## src/rtl/ioc_pkg.sv

```systemverilog
// constants, types and config layout for the pin i/o cell
// assumes one 40 mhz system clock; pin clocks arrive as sampled levels
//
// How it works
// - pin reaches fabric directly or via register
// - input register is flop or latch
// - global line and power-up load chosen init value
// - flop captures on rising edge when enabled
// - latch transparent high, flop rising edge
// - enable low holds; tie high if unused
// - inverted clock gives falling/transparent-low forms
// - input delay full, partial, none, or skipped
// - fabric outputs each pick direct or registered
// - capture latch runs on output clock
// - capture latch feeds flop or latch
// - capture chain clocks invertible inside cell
// - output optionally inverted, then direct or flop
// - output flop loads when enabled, floats high
// - shared enable applies to input, output, both
// - no user set/reset, only global one
package ioc_pkg;

   // ***********************************
   // bus map
   // ***********************************
   localparam int ADR_W = 4;
   localparam logic [ADR_W-1:0] CFG_OFS = 4'h0;
   localparam logic [ADR_W-1:0] STS_OFS = 4'h4;

   // ***********************************
   // delay element
   // ***********************************
   typedef enum logic [1:0] {DLY_FULL, DLY_PART, DLY_NONE} ioc_dly_t;
   localparam int DLY_FULL_TAPS = 2; // cycles of the full delay
   localparam int DLY_PART_TAPS = 1; // cycles of the partial delay

   // ***********************************
   // configuration word, 16 bits
   // ***********************************
   typedef struct packed {
      logic out_init_set;
      logic in_init_set;
      logic en_out;
      logic en_in;
      logic out_clk_inv;
      logic out_reg;
      logic out_inv;
      logic cap_clk_inv;
      logic cap_en;
      logic skip_dly;
      ioc_dly_t dly;
      logic in_route_b;
      logic in_route_a;
      logic in_clk_inv;
      logic in_latch;
   } ioc_cfg_t;

   localparam int CFG_W = $bits(ioc_cfg_t);
   localparam ioc_cfg_t CFG_RST = '{
      out_init_set: 1'b0, in_init_set: 1'b0, en_out: 1'b1, en_in: 1'b1,
      out_clk_inv: 1'b0, out_reg: 1'b0, out_inv: 1'b0, cap_clk_inv: 1'b0,
      cap_en: 1'b0, skip_dly: 1'b0, dly: DLY_FULL, in_route_b: 1'b0,
      in_route_a: 1'b0, in_clk_inv: 1'b0, in_latch: 1'b0};

   // ***********************************
   // status bit positions
   // ***********************************
   localparam int STS_PAD_BIT = 0;
   localparam int STS_IN_BIT = 1;
   localparam int STS_CAP_BIT = 2;
   localparam int STS_OUT_BIT = 3;
   localparam int STS_GLB_BIT = 4;
   localparam int STS_OEN_BIT = 5;

endpackage

```

## src/rtl/ioc_store.sv

```systemverilog
// one storage element of the cell: edge flop or level latch
// assumes its clock arrives as a level sampled on clk_i
module ioc_store (
   input wire logic clk_i,
   input wire logic rst_i,
   input wire logic glob_i,
   input wire logic init_set_i,
   input wire logic latch_mode_i,
   input wire logic clk_lvl_i,
   input wire logic en_i,
   input wire logic d_i,
   output logic q_o,
   output logic state_o
);
   logic q_q;
   logic clk_prev_q;

   // previous clock level for edge detection; tracks the pin through reset
   // so a clock parked high cannot fake an edge right after release
   always_ff @(posedge clk_i) begin
      clk_prev_q <= clk_lvl_i;
   end

   // only the global line or power-up initialises
   always_ff @(posedge clk_i) begin
      if (rst_i || glob_i) begin
         q_q <= init_set_i;
      end else if (en_i) begin // enable low holds
         if (latch_mode_i) begin
            if (clk_lvl_i) begin // transparent while clock high
               q_q <= d_i;
            end
         end else if (clk_lvl_i && !clk_prev_q) begin // rising edge
            q_q <= d_i;
         end
      end
   end

   // open latch passes data straight through
   assign q_o = (latch_mode_i && clk_lvl_i && en_i && !glob_i) ? d_i : q_q;
   assign state_o = q_q;

endmodule

```

## src/rtl/ioc_top.sv

```systemverilog
// pin i/o cell: input delay, input register, fast capture latch,
// output inversion, output flop and three-state control
// assumes a wishbone classic master and pin clocks synchronous to clk_i
//
// Our own choices: register access over Wishbone and the placing of the registers.
module ioc_top (
   input wire logic clk_i,
   input wire logic rst_i,
   input wire logic wb_cyc_i,
   input wire logic wb_stb_i,
   input wire logic wb_we_i,
   input wire logic [ioc_pkg::ADR_W-1:0] wb_adr_i,
   input wire logic [3:0] wb_sel_i,
   input wire logic [31:0] wb_dat_i,
   output logic [31:0] wb_dat_o,
   output logic wb_ack_o,
   input wire logic pad_i,
   output logic pad_o,
   output logic pad_oe_n_o,
   input wire logic global_set_reset_i,
   input wire logic capture_enable_line_i,
   input wire logic input_register_clock_i,
   input wire logic output_register_clock_i,
   input wire logic output_float_control_i,
   input wire logic fabric_output_i,
   output logic fabric_input_a_o,
   output logic fabric_input_b_o
);

   // ***********************************
   // declarations
   // ***********************************
   ioc_pkg::ioc_cfg_t cfg_q;
   ioc_pkg::ioc_cfg_t cfg_d;
   logic ack_q;
   logic [31:0] dat_q;
   logic [ioc_pkg::DLY_FULL_TAPS-1:0] dly_q;
   logic din;
   logic in_clk_lvl;
   logic cap_clk_lvl;
   logic out_clk_lvl;
   logic in_en;
   logic out_en;
   logic cap_q;
   logic cap_state;
   logic in_d;
   logic in_q;
   logic in_state;
   logic obit;
   logic out_state;
   logic bus_req;
   logic cfg_wr;
   logic [31:0] cfg_word;
   logic [31:0] rd_word;

   // ***********************************
   // wishbone slave
   // ***********************************
   assign bus_req = wb_cyc_i && wb_stb_i && !ack_q;
   assign cfg_wr = bus_req && wb_we_i && (wb_adr_i == ioc_pkg::CFG_OFS);

   // one-cycle ack, dropped the cycle after
   always_ff @(posedge clk_i) begin
      if (rst_i) begin
         ack_q <= 1'b0;
      end else begin
         ack_q <= bus_req;
      end
   end

   // byte lanes merged into the current config
   always_comb begin
      cfg_word = 32'(cfg_q);
      for (int i = 0; i < 4; i++) begin
         if (wb_sel_i[i]) begin
            cfg_word[i*8 +: 8] = wb_dat_i[i*8 +: 8];
         end
      end
      cfg_d = ioc_pkg::ioc_cfg_t'(cfg_word[ioc_pkg::CFG_W-1:0]);
   end

   // writes land only while the global line holds the cell in init,
   // so routing never changes under live data
   always_ff @(posedge clk_i) begin
      if (rst_i) begin
         cfg_q <= ioc_pkg::CFG_RST;
      end else if (cfg_wr && global_set_reset_i) begin
         cfg_q <= cfg_d;
      end
   end

   // read mux; unmapped offsets read zero
   always_comb begin
      rd_word = 32'h0000_0000;
      case (wb_adr_i)
         ioc_pkg::CFG_OFS: rd_word = 32'(cfg_q);
         ioc_pkg::STS_OFS: begin
            rd_word[ioc_pkg::STS_PAD_BIT] = pad_i;
            rd_word[ioc_pkg::STS_IN_BIT] = in_state;
            rd_word[ioc_pkg::STS_CAP_BIT] = cap_state;
            rd_word[ioc_pkg::STS_OUT_BIT] = out_state;
            rd_word[ioc_pkg::STS_GLB_BIT] = global_set_reset_i;
            rd_word[ioc_pkg::STS_OEN_BIT] = pad_oe_n_o;
         end
         default: rd_word = 32'h0000_0000;
      endcase
   end

   // read data registered alongside ack
   always_ff @(posedge clk_i) begin
      if (rst_i) begin
         dat_q <= 32'h0000_0000;
      end else if (bus_req && !wb_we_i) begin
         dat_q <= rd_word;
      end
   end

   assign wb_ack_o = ack_q;
   assign wb_dat_o = dat_q;

   // ***********************************
   // input delay
   // ***********************************
   // tap chain; data path, needs no reset
   always_ff @(posedge clk_i) begin
      dly_q <= {dly_q[ioc_pkg::DLY_FULL_TAPS-2:0], pad_i};
   end

   // skip attribute wins over the tap choice
   always_comb begin
      if (cfg_q.skip_dly || cfg_q.dly == ioc_pkg::DLY_NONE) begin
         din = pad_i;
      end else if (cfg_q.dly == ioc_pkg::DLY_PART) begin
         din = dly_q[ioc_pkg::DLY_PART_TAPS-1];
      end else begin
         din = dly_q[ioc_pkg::DLY_FULL_TAPS-1];
      end
   end

   // ***********************************
   // clocks and enables
   // ***********************************
   // per-element polarity, absorbed in the cell
   assign in_clk_lvl = input_register_clock_i ^ cfg_q.in_clk_inv;
   assign cap_clk_lvl = !(output_register_clock_i ^ cfg_q.cap_clk_inv);
   assign out_clk_lvl = output_register_clock_i ^ cfg_q.out_clk_inv;
   // shared enable steered per side
   assign in_en = cfg_q.en_in ? capture_enable_line_i : 1'b1;
   assign out_en = (cfg_q.en_out ? capture_enable_line_i : 1'b1) && !output_float_control_i;

   // ***********************************
   // input path
   // ***********************************
   // fast capture latch, transparent-low on the output clock
   ioc_store u_cap (
      .clk_i(clk_i),
      .rst_i(rst_i),
      .glob_i(global_set_reset_i),
      .init_set_i(cfg_q.in_init_set),
      .latch_mode_i(1'b1),
      .clk_lvl_i(cap_clk_lvl),
      .en_i(in_en),
      .d_i(din),
      .q_o(cap_q),
      .state_o(cap_state)
   );

   assign in_d = cfg_q.cap_en ? cap_q : din;

   // main input register, flop or latch by config
   ioc_store u_in (
      .clk_i(clk_i),
      .rst_i(rst_i),
      .glob_i(global_set_reset_i),
      .init_set_i(cfg_q.in_init_set),
      .latch_mode_i(cfg_q.in_latch),
      .clk_lvl_i(in_clk_lvl),
      .en_i(in_en),
      .d_i(in_d),
      .q_o(in_q),
      .state_o(in_state)
   );

   // each fabric output picks direct pin or register
   assign fabric_input_a_o = cfg_q.in_route_a ? in_q : pad_i;
   assign fabric_input_b_o = cfg_q.in_route_b ? in_q : pad_i;

   // ***********************************
   // output path
   // ***********************************
   assign obit = fabric_output_i ^ cfg_q.out_inv;

   // output flop loads only while enabled and not floating
   ioc_store u_out (
      .clk_i(clk_i),
      .rst_i(rst_i),
      .glob_i(global_set_reset_i),
      .init_set_i(cfg_q.out_init_set),
      .latch_mode_i(1'b0),
      .clk_lvl_i(out_clk_lvl),
      .en_i(out_en),
      .d_i(obit),
      .q_o(),
      .state_o(out_state)
   );

   // direct or registered drive; float high releases the pin
   assign pad_o = cfg_q.out_reg ? out_state : obit;
   assign pad_oe_n_o = output_float_control_i;

   logic in_clk_prev;
   logic out_clk_prev;
   always_ff @(posedge clk_i) begin
      in_clk_prev <= in_clk_lvl;
      out_clk_prev <= out_clk_lvl;
   end
endmodule

```

## config.mk

```make
export PLATFORM = sky130hd
export DESIGN_NAME = ioc_top
export DESIGN_NICKNAME = d
export VERILOG_FILES = /design/src/rtl/ioc_pkg.sv /design/src/rtl/ioc_store.sv /design/src/rtl/ioc_top.sv
export SDC_FILE = /design/constraint.sdc
export NUM_CORES = 1
export LEC_CHECK = 0
export BUFFER_PORTS_ARGS = -buffer_cell sky130_fd_sc_hd__buf_4
export CORE_UTILIZATION = 35
export DETAILED_ROUTE_END_ITERATION = 7
export PLACE_DENSITY = 0.73
export SETUP_SLACK_MARGIN = 0.3
export SYNTH_ARGS = -nofsm -noshare
export SYNTH_HDL_FRONTEND = slang
export SYNTH_SLANG_ARGS = --single-unit
export TNS_END_PERCENT = 1
```

## constraint.sdc

```tcl
create_clock -name clk_i -period 4.15 [get_ports clk_i]
set_input_delay 0.83 -clock clk_i [delete_from_list [all_inputs] [get_ports clk_i]]
set_output_delay 0.83 -clock clk_i [all_outputs]
set_load 0.05 [all_outputs]
```

Word level (Yosys, flattened, before mapping)
Index checks and enable logic that the tools add are counted.
Widths: inputs -> output; s select.

operators by class
  equality and inequality tests = 5
  multiplexer cells = 23
  bitwise logic cells = 4
  reduce and logical (&&, ||, !) cells = 33

operators with widths
  kind                count
  $mux 1              21
  $logic_and 1x1->1   14
  $pmux 6 s2          1
  $mux 10             1
  $reduce_and 2->1    4
  $logic_not 1->1     7
  $reduce_bool 2->1   3
  $eq 4x3->1 const B  1
  $logic_not 4->1     1
  $xor 1x1->1         4
  $ne 3x1->1 const B  1
  $reduce_and 3->1    1
  $reduce_bool 3->1   1
  $eq 2x1->1 const B  1
  $eq 2x2->1 const B  1
  $logic_or 1x1->1    2
  $ne 2x1->1 const B  1

word-level totals
  register bits = 56
  input port bits = 52
  output and inout bits = 37
  word-level logic and storage cells = 88

Longest topological paths before layout
Gate-level depths: netlist (run 1).

  word-level depth = 10
  depth in mapped cells = 6

Modules after synthesis
A second synthesis (run 1) with hierarchy kept.

second synthesis, totals
  cells, all modules = 220
  area total of the unflattened synthesis = 2,028.2 µm²

modules (own cells, without submodules)
  module     instances  cells each  area an instance (µm²)
  ioc_top    1          193         1,727.9
  ioc_store  3          9           100.1

Least setup slack after synthesis (run 1)
Ideal clock, no wire load.

  path kind = input -> output
  from = in output_register_clock_i
  to = out fabric_input_a_o
  data arrival time = 1,893 ps
  path slack = 1,427 ps
  stages on the path = 4
  cells stage by stage = xor2_1 > o31a_1 > a41oi_1 > nand3_1

between the ends
  longest elaborated chain between the ends = 8

ends and longest elaborated chain
  item                            line             RTL
  start: declaration              ioc_top.sv:23    input wire logic output_register_clock_i,
  $xor 1x1->1                     ioc_top.sv:145   assign cap_clk_lvl = !(output_register_clock_i ^ cfg_q.cap_clk_inv);
  $logic_not 1->1                 ioc_top.sv:145
  $logic_and 1x1->1 (2 in a row)  ioc_store.sv:40  assign q_o = (latch_mode_i && clk_lvl_i && en_i && !glob_i) ? d_i : q_q;
  $mux 1                          ioc_store.sv:40
  $mux 1                          ioc_top.sv:168   assign in_d = cfg_q.cap_en ? cap_q : din;
  $mux 1                          ioc_store.sv:40
  $mux 1                          ioc_top.sv:185   assign fabric_input_a_o = cfg_q.in_route_a ? in_q : pad_i;
  end: declaration                ioc_top.sv:26    output logic fabric_input_a_o,

No other way between the ends.

Final worst setup path (run 1)
  from = in input_register_clock_i
  to = out fabric_input_a_o

between the ends
  longest elaborated chain between the ends = 6

ends and longest elaborated chain
  item                            line             RTL
  start: declaration              ioc_top.sv:22    input wire logic input_register_clock_i,
  $xor 1x1->1                     ioc_top.sv:144   assign in_clk_lvl = input_register_clock_i ^ cfg_q.in_clk_inv;
  via in_clk_lvl                  ioc_top.sv:39    logic in_clk_lvl;
  $logic_and 1x1->1 (3 in a row)  ioc_store.sv:40
  $mux 1                          ioc_store.sv:40
  $mux 1                          ioc_top.sv:185

The timed path passes the listed nets, and every way through them passes these cells.

==> impl_results.md, run 1 <==
- Status: finished clean
- Share of post-route cells with drive strength above 1: 28.0%
- Synth Area in Simple Gates: 21.9%
- Tot Pwr: 0.773 mW
- CTS tree: yes
- Post-Synth Adder-Cell Area: 0%
- Placed cell areas: 2290 um2
- # resized after CTS: 0
- Ports: 89
- Post-synthesis mux area share: 12.2%
- Total count of max-transition violations in the final report: 0
- Final core occ: 46.1%
- Hold-fix buffers, CTS: 0
- Worst VDD drop: 131 uV
- Die Y: 75.7 um
- Max Freq: 353 MHz
- Syn-to-layout area delta: 25.4%
- Worst stage delay on the critical path: 0.35 ns
- Total gr overflow: 0
- P_leak: 1.13 nW
- Most common cell in the netlist: dfxtp_1
- Psw: 0.211 mW
- Via count: 1541
- Syn avg cell area: 9.41 um2
- Fin Hold WS: 0.358 ns
- Post-layout minimum cycle time: 2.83 ns
- Clk sinks: 40
- XOR/XNOR Fraction of Synth Area: 1.84%
- Yosys warns: 0
- Die width: 75.7 um
- Synth area leaders: dfxtp_1, mux2i_1, nor2_1, buf_4, edfxtp_1
- Vias in the first global route: 1370
- Post-synthesis compound-gate area fraction: 10.6%
- Root buf cell: clkbuf_8
- TNS Setup: 0 ns
- P_int: 0.562 mW
- Buffers on Ports: 54
- FP Rows: 26
- Antenna-violating nets left: 0
- Sequential-to-total area share from yosys stat: 43.7%
- Drt first pass iters: 4
- Floorplan Core Area: 5170 um2
- Combinational power share: 13.6%
- Syn Inst Count: 202
- Yosys reg bits: 40
- Mapped cell area: 1900 um2
- Pin count of the biggest net entering global routing: 36
- Worst Clk Skew: 0.00808 ns
- Post-synth top cells: dfxtp_1, nor2_1, mux2i_1
- DR vias/cell: 4.76
- Full die area: 5730 um2
- Switching share of power: 27.2%
- Synth top area share: 38.9%
- Worst path slowest cell: xor2_1
- Largest buffer count on any clock path: 2
- CP delay by family, top: simple AND/OR/NAND/NOR gates
- Part of the power in registers: 51.3%
- Period utilization: 68.2%
- Most used cell, CP: buf_4
- Final setup viols: 0
- H-Tree Level Count: 2
- Clock transition at path regs: 0.07 ns
- Final Hold Viols: 0
- Diode count: 0
- Final non-filler cell area: 2380 um2
- Latest clock arrival within the worst-skew pair: 0.29 ns
- Placer Congestion: 0.864
- Maxcap violations: 0
- EDFF count, synth: 3
- Worst Path Buf+Inv: 2
- Total wire length: 3980 um
- Yosys cell types: 38
- Most common flop cell mapped by yosys: dfxtp_1
- Leading area contributor after synthesis: dfxtp_1
- Total global-route track usage: 14.8%
- Largest family of logic cells by synthesized area: simple AND/OR/NAND/NOR gates
- Fin nets: 305
- Crit-path max FO: 7
- CP required: 3.32 ns
- Setup Buffers After CTS: 0
- Setup crit end kind: primary output
- DR DRC count: 0
- Worst-path cell chain: buf_4, xor2_1, and3_1, a41oi_1, nand3_1, buf_4
- Wire per inst: 12.3 um
- Total CTS buffers: 5
- Crit path launch type: input pin
- Worst Hold Class: reg -> reg
- P per Cell Area: 324 nW/um2
- Async set or reset register ratio after synthesis: 0%
- Initial Util: 36.8%
- Clock share of power: 35.0%
- Initial antenna violation count: 0
- Critical setup path kind: in -> out
- Crit path arrival time: 2.00 ns
- First-pass GRT wire length: 6240 um
- Detailed Place HPWL: 3020 um
- Unrepaired setup endpoints after global routing: no
- Initial drt markers: 71
## metal layers
layer  GRT usage (%)  part of all wire [%]  vias to the layer above
li1                -                     -                      788
met1            18.2                    43                      692
met2            24.9                    49                       54
met3            2.91                   5.8                        7
met4            6.79                   1.5                        0
met5               0                     0                        -
## sequential cells by signal, summed over array words and instances (netlist names)
| signal | flops |
|---|---|
| cfg_q | 16 |
| wb_dat_o | 16 |
| dly_q | 2 |
| u_cap.state_o | 1 |
| u_in.clk_prev_q | 1 |
| u_in.state_o | 1 |
| u_out.clk_prev_q | 1 |
| u_out.state_o | 1 |
| wb_ack_o | 1 |
## worst paths after layout
check                               from                to  slack [ns]  depth (start not counted)
hold / removal                  dly_q[0]          dly_q[1]        0.36                          0
setup / recovery  input_register_clock_i  fabric_input_a_o        1.32                          6
setup reg to reg                wb_ack_o      wb_dat_o[14]        2.70                          5
hold reg to reg                 dly_q[0]          dly_q[1]        0.36                          0
## power groups by stage
stage	Clock (mW)	Combinational, mW	Sequential, mW
5_1_grt	0.293	0.114	0.397
3_5_place_dp	0	0.106	0.406
2_1_floorplan	0	0.0802	0.407
4_1_cts	0.277	0.106	0.397
6_report	0.271	0.105	0.397
3_3_place_gp	0	0.105	0.406
## cell usage in the layout (no fill, tap or decap), types with 2 or more instances in the layout
| master | netlist | final |
|---|---|---|
| buf_4 | 17 | 55 |
| dfxtp_1 | 37 | 37 |
| nor2_1 | 35 | 35 |
| mux2i_1 | 21 | 21 |
| conb_1 | 1 | 16 |
| a22oi_1 | 10 | 10 |
| nand2b_1 | 6 | 6 |
| nand2_1 | 6 | 6 |
| nand3_1 | 6 | 6 |
| nor3_1 | 6 | 6 |
| a21oi_1 | 6 | 6 |
| clkbuf_8 | 0 | 6 |
| xor2_1 | 4 | 4 |
| a31oi_1 | 4 | 4 |
| inv_1 | 3 | 3 |
| nor2b_1 | 3 | 3 |
| edfxtp_1 | 3 | 3 |
| and4_1 | 2 | 2 |
| nand4_1 | 2 | 2 |
| a41oi_1 | 2 | 2 |
| mux2_2 | 2 | 2 |
| o21ai_0 | 2 | 2 |
| a211o_2 | 2 | 2 |
## kinds of logic (layout without fill, tap and decap cells)
logic type	count (synthesis)	in the layout
AND/OR/NAND/NOR	76	76
multiplexers	23	23
XOR/XNOR	4	4
other	1	16
AO/OA/AOI/OAI	29	29
buffers and inverters	29	66
flip-flops	40	40
## metrics by stage
| stage | setup slack (ns) | instances |
|---|---|---|
| floorplan | 1.43 | 217 |
| global placement | 1.34 | 316 |
| detailed placement | 1.29 | 316 |
| CTS | 1.30 | 324 |
| global route | 1.22 | 324 |
| finish | 1.32 | 324 |
## layout make-up
| cell class | count | area (um2) |
|---|---|---|
| flip-flops and latches | 40 | 831 |
| well taps | 70 | 87.6 |
| fillers | 497 | 2790 |
| clock buffers | 6 | 82.6 |
| multi-input cells | 148 | 946 |
| clock inverters | 2 | 13.8 |
| inverters | 3 | 11.3 |
| repair buffers | 55 | 413 |
Power figures use the tool's default switching activity.
==> inputs of run 2 (changes only) <==
--- a/config.mk
+++ b/config.mk
@@ -5,10 +5,11 @@
 export SDC_FILE = /design/constraint.sdc
 export NUM_CORES = 1
 export LEC_CHECK = 0
+export ABC_AREA = 1
 export BUFFER_PORTS_ARGS = -buffer_cell sky130_fd_sc_hd__buf_4
 export CORE_UTILIZATION = 35
 export DETAILED_ROUTE_END_ITERATION = 7
-export PLACE_DENSITY = 0.73
+export PLACE_DENSITY = 0.76
 export SETUP_SLACK_MARGIN = 0.3
 export SYNTH_ARGS = -nofsm -noshare
 export SYNTH_HDL_FRONTEND = slang
==> constraint.sdc (replaced) <==
create_clock -name clk_i -period 2.6 [get_ports clk_i]
set_input_delay 0.52 -clock clk_i [delete_from_list [all_inputs] [get_ports clk_i]]
set_output_delay 0.52 -clock clk_i [all_outputs]
set_load 0.05 [all_outputs]
==> impl_results.md, run 2 <==
- Syn-to-layout area delta: 25.4% (about the same)
- Synth area leaders: dfxtp_1, nand2_1, buf_4, a21oi_1, edfxtp_1
- Setup crit end kind: primary output
- TNS Setup: 0 ns (unchanged)
- Critical setup path kind: reg -> out
- Final Hold Viols: 0 (unchanged)
- Via count: 1646 (+6.8%)
- Worst Reg-to-Reg Cells: 5 (unchanged)
- Slew at the pin closest to its max-slew limit: 0.523 ns
- Met3 usage: 3.93% (+1.0 points)
- Slew HR: 65.0%
- Maxcap violations: 0 (unchanged)
- Async set or reset register ratio after synthesis: 0% (unchanged)
- Worst Hold Class: in -> reg
- Tot Pwr: 1.22 mW (+58%)
- Storage element area: 831 um2 (unchanged)
- Total gr overflow: 0 (unchanged)
- Setup Buffers After CTS: 0 (unchanged)
- Crit-path max FO: 3 (-4)
- Crit path arrival time: 1.58 ns (-0.42 ns)
- Worst Clk Skew: 0.00886 ns (+0.000780 ns)
- Max Freq: 476 MHz
- Period utilization: 80.7%
- Status: finished clean
- Syn Inst Count: 236 (+17%)
- # resized after CTS: 0 (unchanged)
- Most common cell in the netlist: nand2_1
- Filler Cell Count: 502 (+1.0%)
- Full die area: 5520 um2 (-3.7%)
- Leading area contributor after synthesis: dfxtp_1
- Ports: 89 (unchanged)
- Detailed Place HPWL: 3180 um (+5.5%)
- Final core occ: 47.0% (+0.89 points)
- Drt first pass iters: 4 (unchanged)
- Reg-to-Reg Start: wb_ack_o
- DR DRC count: 0 (unchanged)
- EDFF count, synth: 3 (unchanged)
- Hold path cells: 1 (+1)
- Buffers on Ports: 54 (unchanged)
- Root buf cell: clkbuf_8
- Clk sinks: 40 (unchanged)
- R2R setup slack: 1.09 ns (-1.61 ns)
- Total wire length: 4250 um (+6.8%)
- CP required: 2.08 ns (-1.24 ns)
- Mapped cell area: 1830 um2 (-3.8%)
- Syn avg cell area: 7.75 um2 (-18%)
- Placer Congestion: 0.817 (-5.4%)
- Pin count of the biggest net entering global routing: 22 (-39%)
- End of the worst hold path: dly_q[0]
- Worst path slowest cell: dfxtp_1
- Hold-fix buffers, CTS: 0 (unchanged)
- Crit path launch type: register
- Floorplan Core Area: 4880 um2 (-5.7%)
- Fin Hold WS: 0.363 ns (+0.00520 ns)
- Unrepaired setup endpoints after global routing: no
- H-Tree Level Count: 2 (unchanged)
- Yosys warns: 0 (unchanged)
- Synth top area share: 40.5% (+1.5 points)
- GR Util met2: 26.2% (+1.3 points)
- Largest buffer count on any clock path: 2 (unchanged)
- Antenna-violating nets left: 0 (unchanged)
- Diode count: 0 (unchanged)
- Share of post-route cells with drive strength above 1: 24.9% (-3.0 points)
- Reg2reg end: wb_dat_o[5]
- Worst VDD drop: 205 uV (+56%)
- Multi-input logic area: 795 um2 (-16%)
- Final setup viols: 0 (unchanged)
- Total count of max-transition violations in the final report: 0 (unchanged)
- Commonest non-fill, non-tap cells in the layout: nand2_1, buf_4, dfxtp_1, a21oi_1, inv_1
- Commonest non-fill, non-tap cell in the layout: nand2_1
- Met1 GRT Util: 19.0% (+0.82 points)
- Die width: 74.3 um (-1.9%)
- Post-layout minimum cycle time: 2.10 ns
- P per Cell Area: 534 nW/um2 (+65%)
- Die Y: 74.3 um (-1.9%)
- DR vias/cell: 4.62 (-2.8%)
- Sequential-to-total area share from yosys stat: 45.4% (+1.7 points)
- First-pass GRT wire length: 6580 um (+5.4%)
- Initial drt markers: 88 (+24%)
- Initial Util: 37.5% (+0.72 points)
- Total global-route track usage: 15.8% (+1.0 points)
- Worst-path cell chain: xnor2_1, nor2_1, or2_2, nand3_1, nand2_1, buf_4
- Busiest layer in global routing: met2
- Wire per inst: 11.9 um (-2.8%)
- Post-synth top cells: nand2_1, dfxtp_1, a21oi_1
- Min-delay src: pad_i
- Most common flop cell mapped by yosys: dfxtp_1
- Latest clock arrival within the worst-skew pair: 0.29 ns (about the same)
- Vias in the first global route: 1510 (+10%)
- Yosys cell types: 27 (-29%)
- Yosys reg bits: 40 (unchanged)
- CTS tree: yes
- FP Rows: 25 (-3.8%)
- Worst stage delay on the critical path: 0.34 ns (about the same)
- Clock transition at path regs: 0.08 ns (about the same)
- P_leak: 0.983 nW (-13%)
- Total CTS buffers: 5 (unchanged)
- Initial antenna violation count: 0 (unchanged)
- Fin nets: 340 (+11%)
## run 2: cell types whose count changed in the layout (fill, tap and decap cells not counted), sizes merged, moves of 5 or more
cell    change
nand2      +66
nor2       -28
mux2i      -21
a21oi      +19
inv        +19
o21ai      +15
a22oi      -10
nand2b      -6
nand3       +5
nor3        -5
## run 2: report_power, final
group / internal (mW) / leakage (nW) / switching [mW] / total (mW)
clock network: 0.212 / 0.0510 / 0.213 / 0.425
logic: 0.0512 / 0.598 / 0.116 / 0.168
registers: 0.628 / 0.333 / 0.00419 / 0.633
total: 0.891 / 0.983 / 0.334 / 1.22
## run 2: worst max-delay path by stage
| stage | start | to | slack, ns |
|---|---|---|---|
| after global placement | capture_enable_line_i | fabric_input_a_o | 0.53 |
| after floorplan | input_register_clock_i | fabric_input_a_o | 0.67 |
| final | cfg_q[1] | fabric_input_a_o | 0.50 |
| after global routing | cfg_q[5] | fabric_input_a_o | 0.30 |
| after CTS | cfg_q[1] | fabric_input_a_o | 0.48 |
| after detailed placement | input_register_clock_i | fabric_input_a_o | 0.51 |
## run 2: cells by family (layout without fill, tap and decap cells)
group           count (synthesis)  count (layout)  synth area share (%)
simple gates                   95              95                  24.1
flops                          40              40                  45.4
other cells                     1              16                 0.205
buf+inv                        47              85                  14.2
compound gates                 50              50                  14.6
xor+xnor                        3               3                  1.44
## run 2: final cells by class
| class | count | area share, % |
|---|---|---|
| inverter | 23 | 3.76 |
| multi-input combinational | 164 | 34.6 |
| timing repair buffer | 54 | 17.7 |
| clock inverter | 2 | 0.436 |
| sequential | 40 | 36.2 |
| clock buffer | 6 | 3.60 |
| tap | 67 | 3.66 |
## run 2: critical path, delay by kind of cell, from the launching register on
kind	cells	cell delay [ns]
and+or+nand+nor	4	0.51
buffers and inverters	1	0.18
DFF	1	0.34
xor gates and xnor gates	1	0.26
## run 2: per-layer routing
| layer | vias to the layer above | part of all wire (%) | wire length [um] |
|---|---|---|---|
| met5 | - | 0 | 0 |
| met4 | 0 | 2.4 | 102 |
| met3 | 10 | 5.7 | 244 |
| met2 | 54 | 51 | 2170 |
| met1 | 746 | 41 | 1730 |
| li1 | 836 | - | - |
## run 2: metrics by stage
| stage | instances | cell area [um2] | setup WS (ns) |
|---|---|---|---|
| after floorplan | 251 | 1890 | 0.674 |
| after global placement | 348 | 2200 | 0.534 |
| after detailed placement | 348 | 2200 | 0.510 |
| after CTS | 356 | 2290 | 0.476 |
| after global routing | 356 | 2290 | 0.302 |
| final | 356 | 2290 | 0.501 |
==> inputs of run 3 (changes only) <==
==> constraint.sdc (replaced) <==
create_clock -name clk_i -period 1.8 [get_ports clk_i]
set_input_delay 0.36 -clock clk_i [delete_from_list [all_inputs] [get_ports clk_i]]
set_output_delay 0.36 -clock clk_i [all_outputs]
set_load 0.05 [all_outputs]
==> impl_results.md, run 3 (synthesized netlist as in run 2, its figures left out) <==
- Status: finished, violations left
- Failing checks: negative setup slack
- Setup crit end kind: primary output
- Final setup viols: 2 (+2)
- Filler Cell Count: 460 (-8.4%)
- Worst path slowest cell: dfxtp_2
- Met1 GRT Util: 19.6% (+0.63 points)
- Min-delay src: pad_i
- H-Tree Level Count: 2 (unchanged)
- Final Worst Setup Slack: -0.0340 ns (-0.535 ns)
- Total global-route track usage: 16.9% (+1.1 points)
- Worst-path cell chain: inv_2, nand2_2, nand4_1, nand2_1, nand2_2, nand3_4, nand3_2, nand2_2, buf_8
- Part of the power in registers: 51.7% (about the same)
- Full die area: 5520 um2 (unchanged)
- Pre-CTS WS: -0.00797 ns (-0.518 ns)
- Largest buffer count on any clock path: 2 (unchanged)
- Diode count: 0 (unchanged)
- Busiest layer in global routing: met2
- Crit path launch type: register
- DR DRC count: 0 (unchanged)
- Switching share of power: 28.0% (+0.79 points)
- Crit path arrival time: 1.47 ns (-0.11 ns)
- Wire per inst: 12.1 um (+1.5%)
- Floorplan Core Area: 4880 um2 (unchanged)
- Commonest non-fill, non-tap cell in the layout: nand2_1
- Commonest non-fill, non-tap cells in the layout: nand2_1, buf_4, dfxtp_1, a21oi_1, inv_1
- Drt first pass iters: 4 (unchanged)
- Initial Util: 37.5% (unchanged)
- Initial drt markers: 88 (unchanged)
- Met3 usage: 4.61% (+0.68 points)
- Initial antenna violation count: 0 (unchanged)
- Clock transition at path regs: 0.08 ns (about the same)
- CTS tree: yes
- Crit-path max FO: 3 (unchanged)
- Post-layout minimum cycle time: 1.83 ns
- Worst Reg-to-Reg Cells: 5 (unchanged)
- TNS Setup: -0.0447 ns (-0.0447 ns)
- DR vias/cell: 4.69 (+1.5%)
- Most used cell, CP: nand2_2
- P_int: 1.27 mW (+43%)
- Vias in the first global route: 1591 (+5.4%)
- Fin Hold WS: 0.202 ns (-0.161 ns)
- GR Util met2: 29.0% (+2.8 points)
- Reg2reg end: wb_dat_o[5]
- Unrepaired setup endpoints after global routing: yes
- Antenna-violating nets left: 0 (unchanged)
- R2R setup slack: 0.35 ns (-0.74 ns)
- Psw: 0.495 mW (+48%)
- Max Freq: 545 MHz
- Worst Clk Skew: 0.0139 ns (+0.00506 ns)
- P_leak: 1.05 nW (+6.6%)
- CP delay by family, top: simple AND/OR/NAND/NOR gates
- Critical setup path kind: reg -> out
- Detailed Place HPWL: 3130 um (-1.6%)
- Fin nets: 351 (+3.2%)
- Period utilization: 102%
- Final Hold Viols: 0 (unchanged)
- Clock share of power: 33.0% (-1.7 points)
- Pin count of the biggest net entering global routing: 22 (unchanged)
- Tot Pwr: 1.77 mW (+44%)
- Reg-to-Reg Start: wb_ack_o
- Worst VDD drop: 236 uV (+15%)
- CP required: 1.44 ns (-0.64 ns)
- Die Y: 74.3 um (unchanged)
- Share of post-route cells with drive strength above 1: 35.7% (+11 points)
- Hold path cells: 1 (unchanged)
- Placer Congestion: 0.771 (-5.7%)
- Ports: 89 (unchanged)
- Worst Path Buf+Inv: 2 (+1)
- Total wire length: 4450 um (+4.7%)
- Total CTS buffers: 5 (unchanged)
- P per Cell Area: 708 nW/um2 (+33%)
- Total count of max-transition violations in the final report: 0 (unchanged)
- Die width: 74.3 um (unchanged)
- Combinational power share: 15.4% (+1.7 points)
- Worst stage delay on the critical path: 0.35 ns (about the same)
- Crit path from: cfg_q[8]
- Buffers on Ports: 54 (unchanged)
- Via count: 1722 (+4.6%)
- Maxcap violations: 0 (unchanged)
- Root buf cell: clkbuf_8
- Hold-fix buffers, CTS: 0 (unchanged)
- Latest clock arrival within the worst-skew pair: 0.30 ns (about the same)
- FP Rows: 25 (unchanged)
- Worst Hold Class: in -> reg
- Syn-to-layout area delta: 36.3%
- Clk sinks: 40 (unchanged)
- End of the worst hold path: dly_q[0]
- Total gr overflow: 0 (unchanged)
- First-pass GRT wire length: 6910 um (+5.1%)
## run 3: cell count changes in the layout (fill, tap and decap cells not counted), sizes merged
cell    delta
clkbuf     +1
clkinv     -1
buf       +11
## run 3: worst max-delay path by stage
stage	to	slack [ns]	depth (start not counted)
finish	fabric_input_b_o	-0.03	9
global route	fabric_input_b_o	-0.11	9
CTS	fabric_input_a_o	-0.007	11
detailed placement	fabric_input_a_o	-0.008	7
global placement	fabric_input_a_o	0.02	7
floorplan	fabric_input_b_o	0.29	5
## run 3: cell type report
| cell class | count | area [um2] | area share [%] |
|---|---|---|---|
| well taps | 67 | 83.8 | 3.36 |
| inverters | 23 | 86.3 | 3.46 |
| flip-flops and latches | 40 | 841 | 33.7 |
| repair buffers | 65 | 507 | 20.3 |
| clock inverters | 1 | 5.00 | 0.201 |
| clock buffers | 7 | 76.3 | 3.06 |
| multi-input cells | 164 | 895 | 35.9 |
## run 3: what timing repair did
| action | in CTS | in global routing |
|---|---|---|
| pin swaps | 8 | 11 |
| gates resized for setup | 25 | 11 |
| endpoints found under the hold margin | 0 | 0 |
| endpoints found under the setup margin | 3 | 19 |
| setup buffers | 7 | 1 |
## run 3: per-layer routing
metal / part of all wire (%) / wire length (um)
met1: 42 / 1850
met5: 0 / 0
met3: 5.6 / 249
met4: 2.0 / 90
met2: 51 / 2260
## run 3: worst reg2reg max path: cells and delay by family, from the launching register on
family / cells / cell delay (ns)
simple gates: 3 / 0.79
flops: 1 / 0.32
compound gates: 1 / 0.20
buf+inv: 1 / 0.08
## run 3: power by group through the flow
stage	clock, mW	sequential (mW)	combinational [mW]
final	0.582	0.913	0.271
after detailed placement	0	0.934	0.248
after global placement	0	0.934	0.246
after CTS	0.587	0.912	0.265
after global routing	0.626	0.914	0.289
after floorplan	0	0.938	0.180
## run 3: stage by stage
stage               instances  util [%]  area [um2]
floorplan                 251         -        1900
global placement          351      45.8        2230
detailed placement        351      45.8        2230
CTS                       366      50.0        2440
global route              367      51.1        2490
finish                    367      51.1        2490
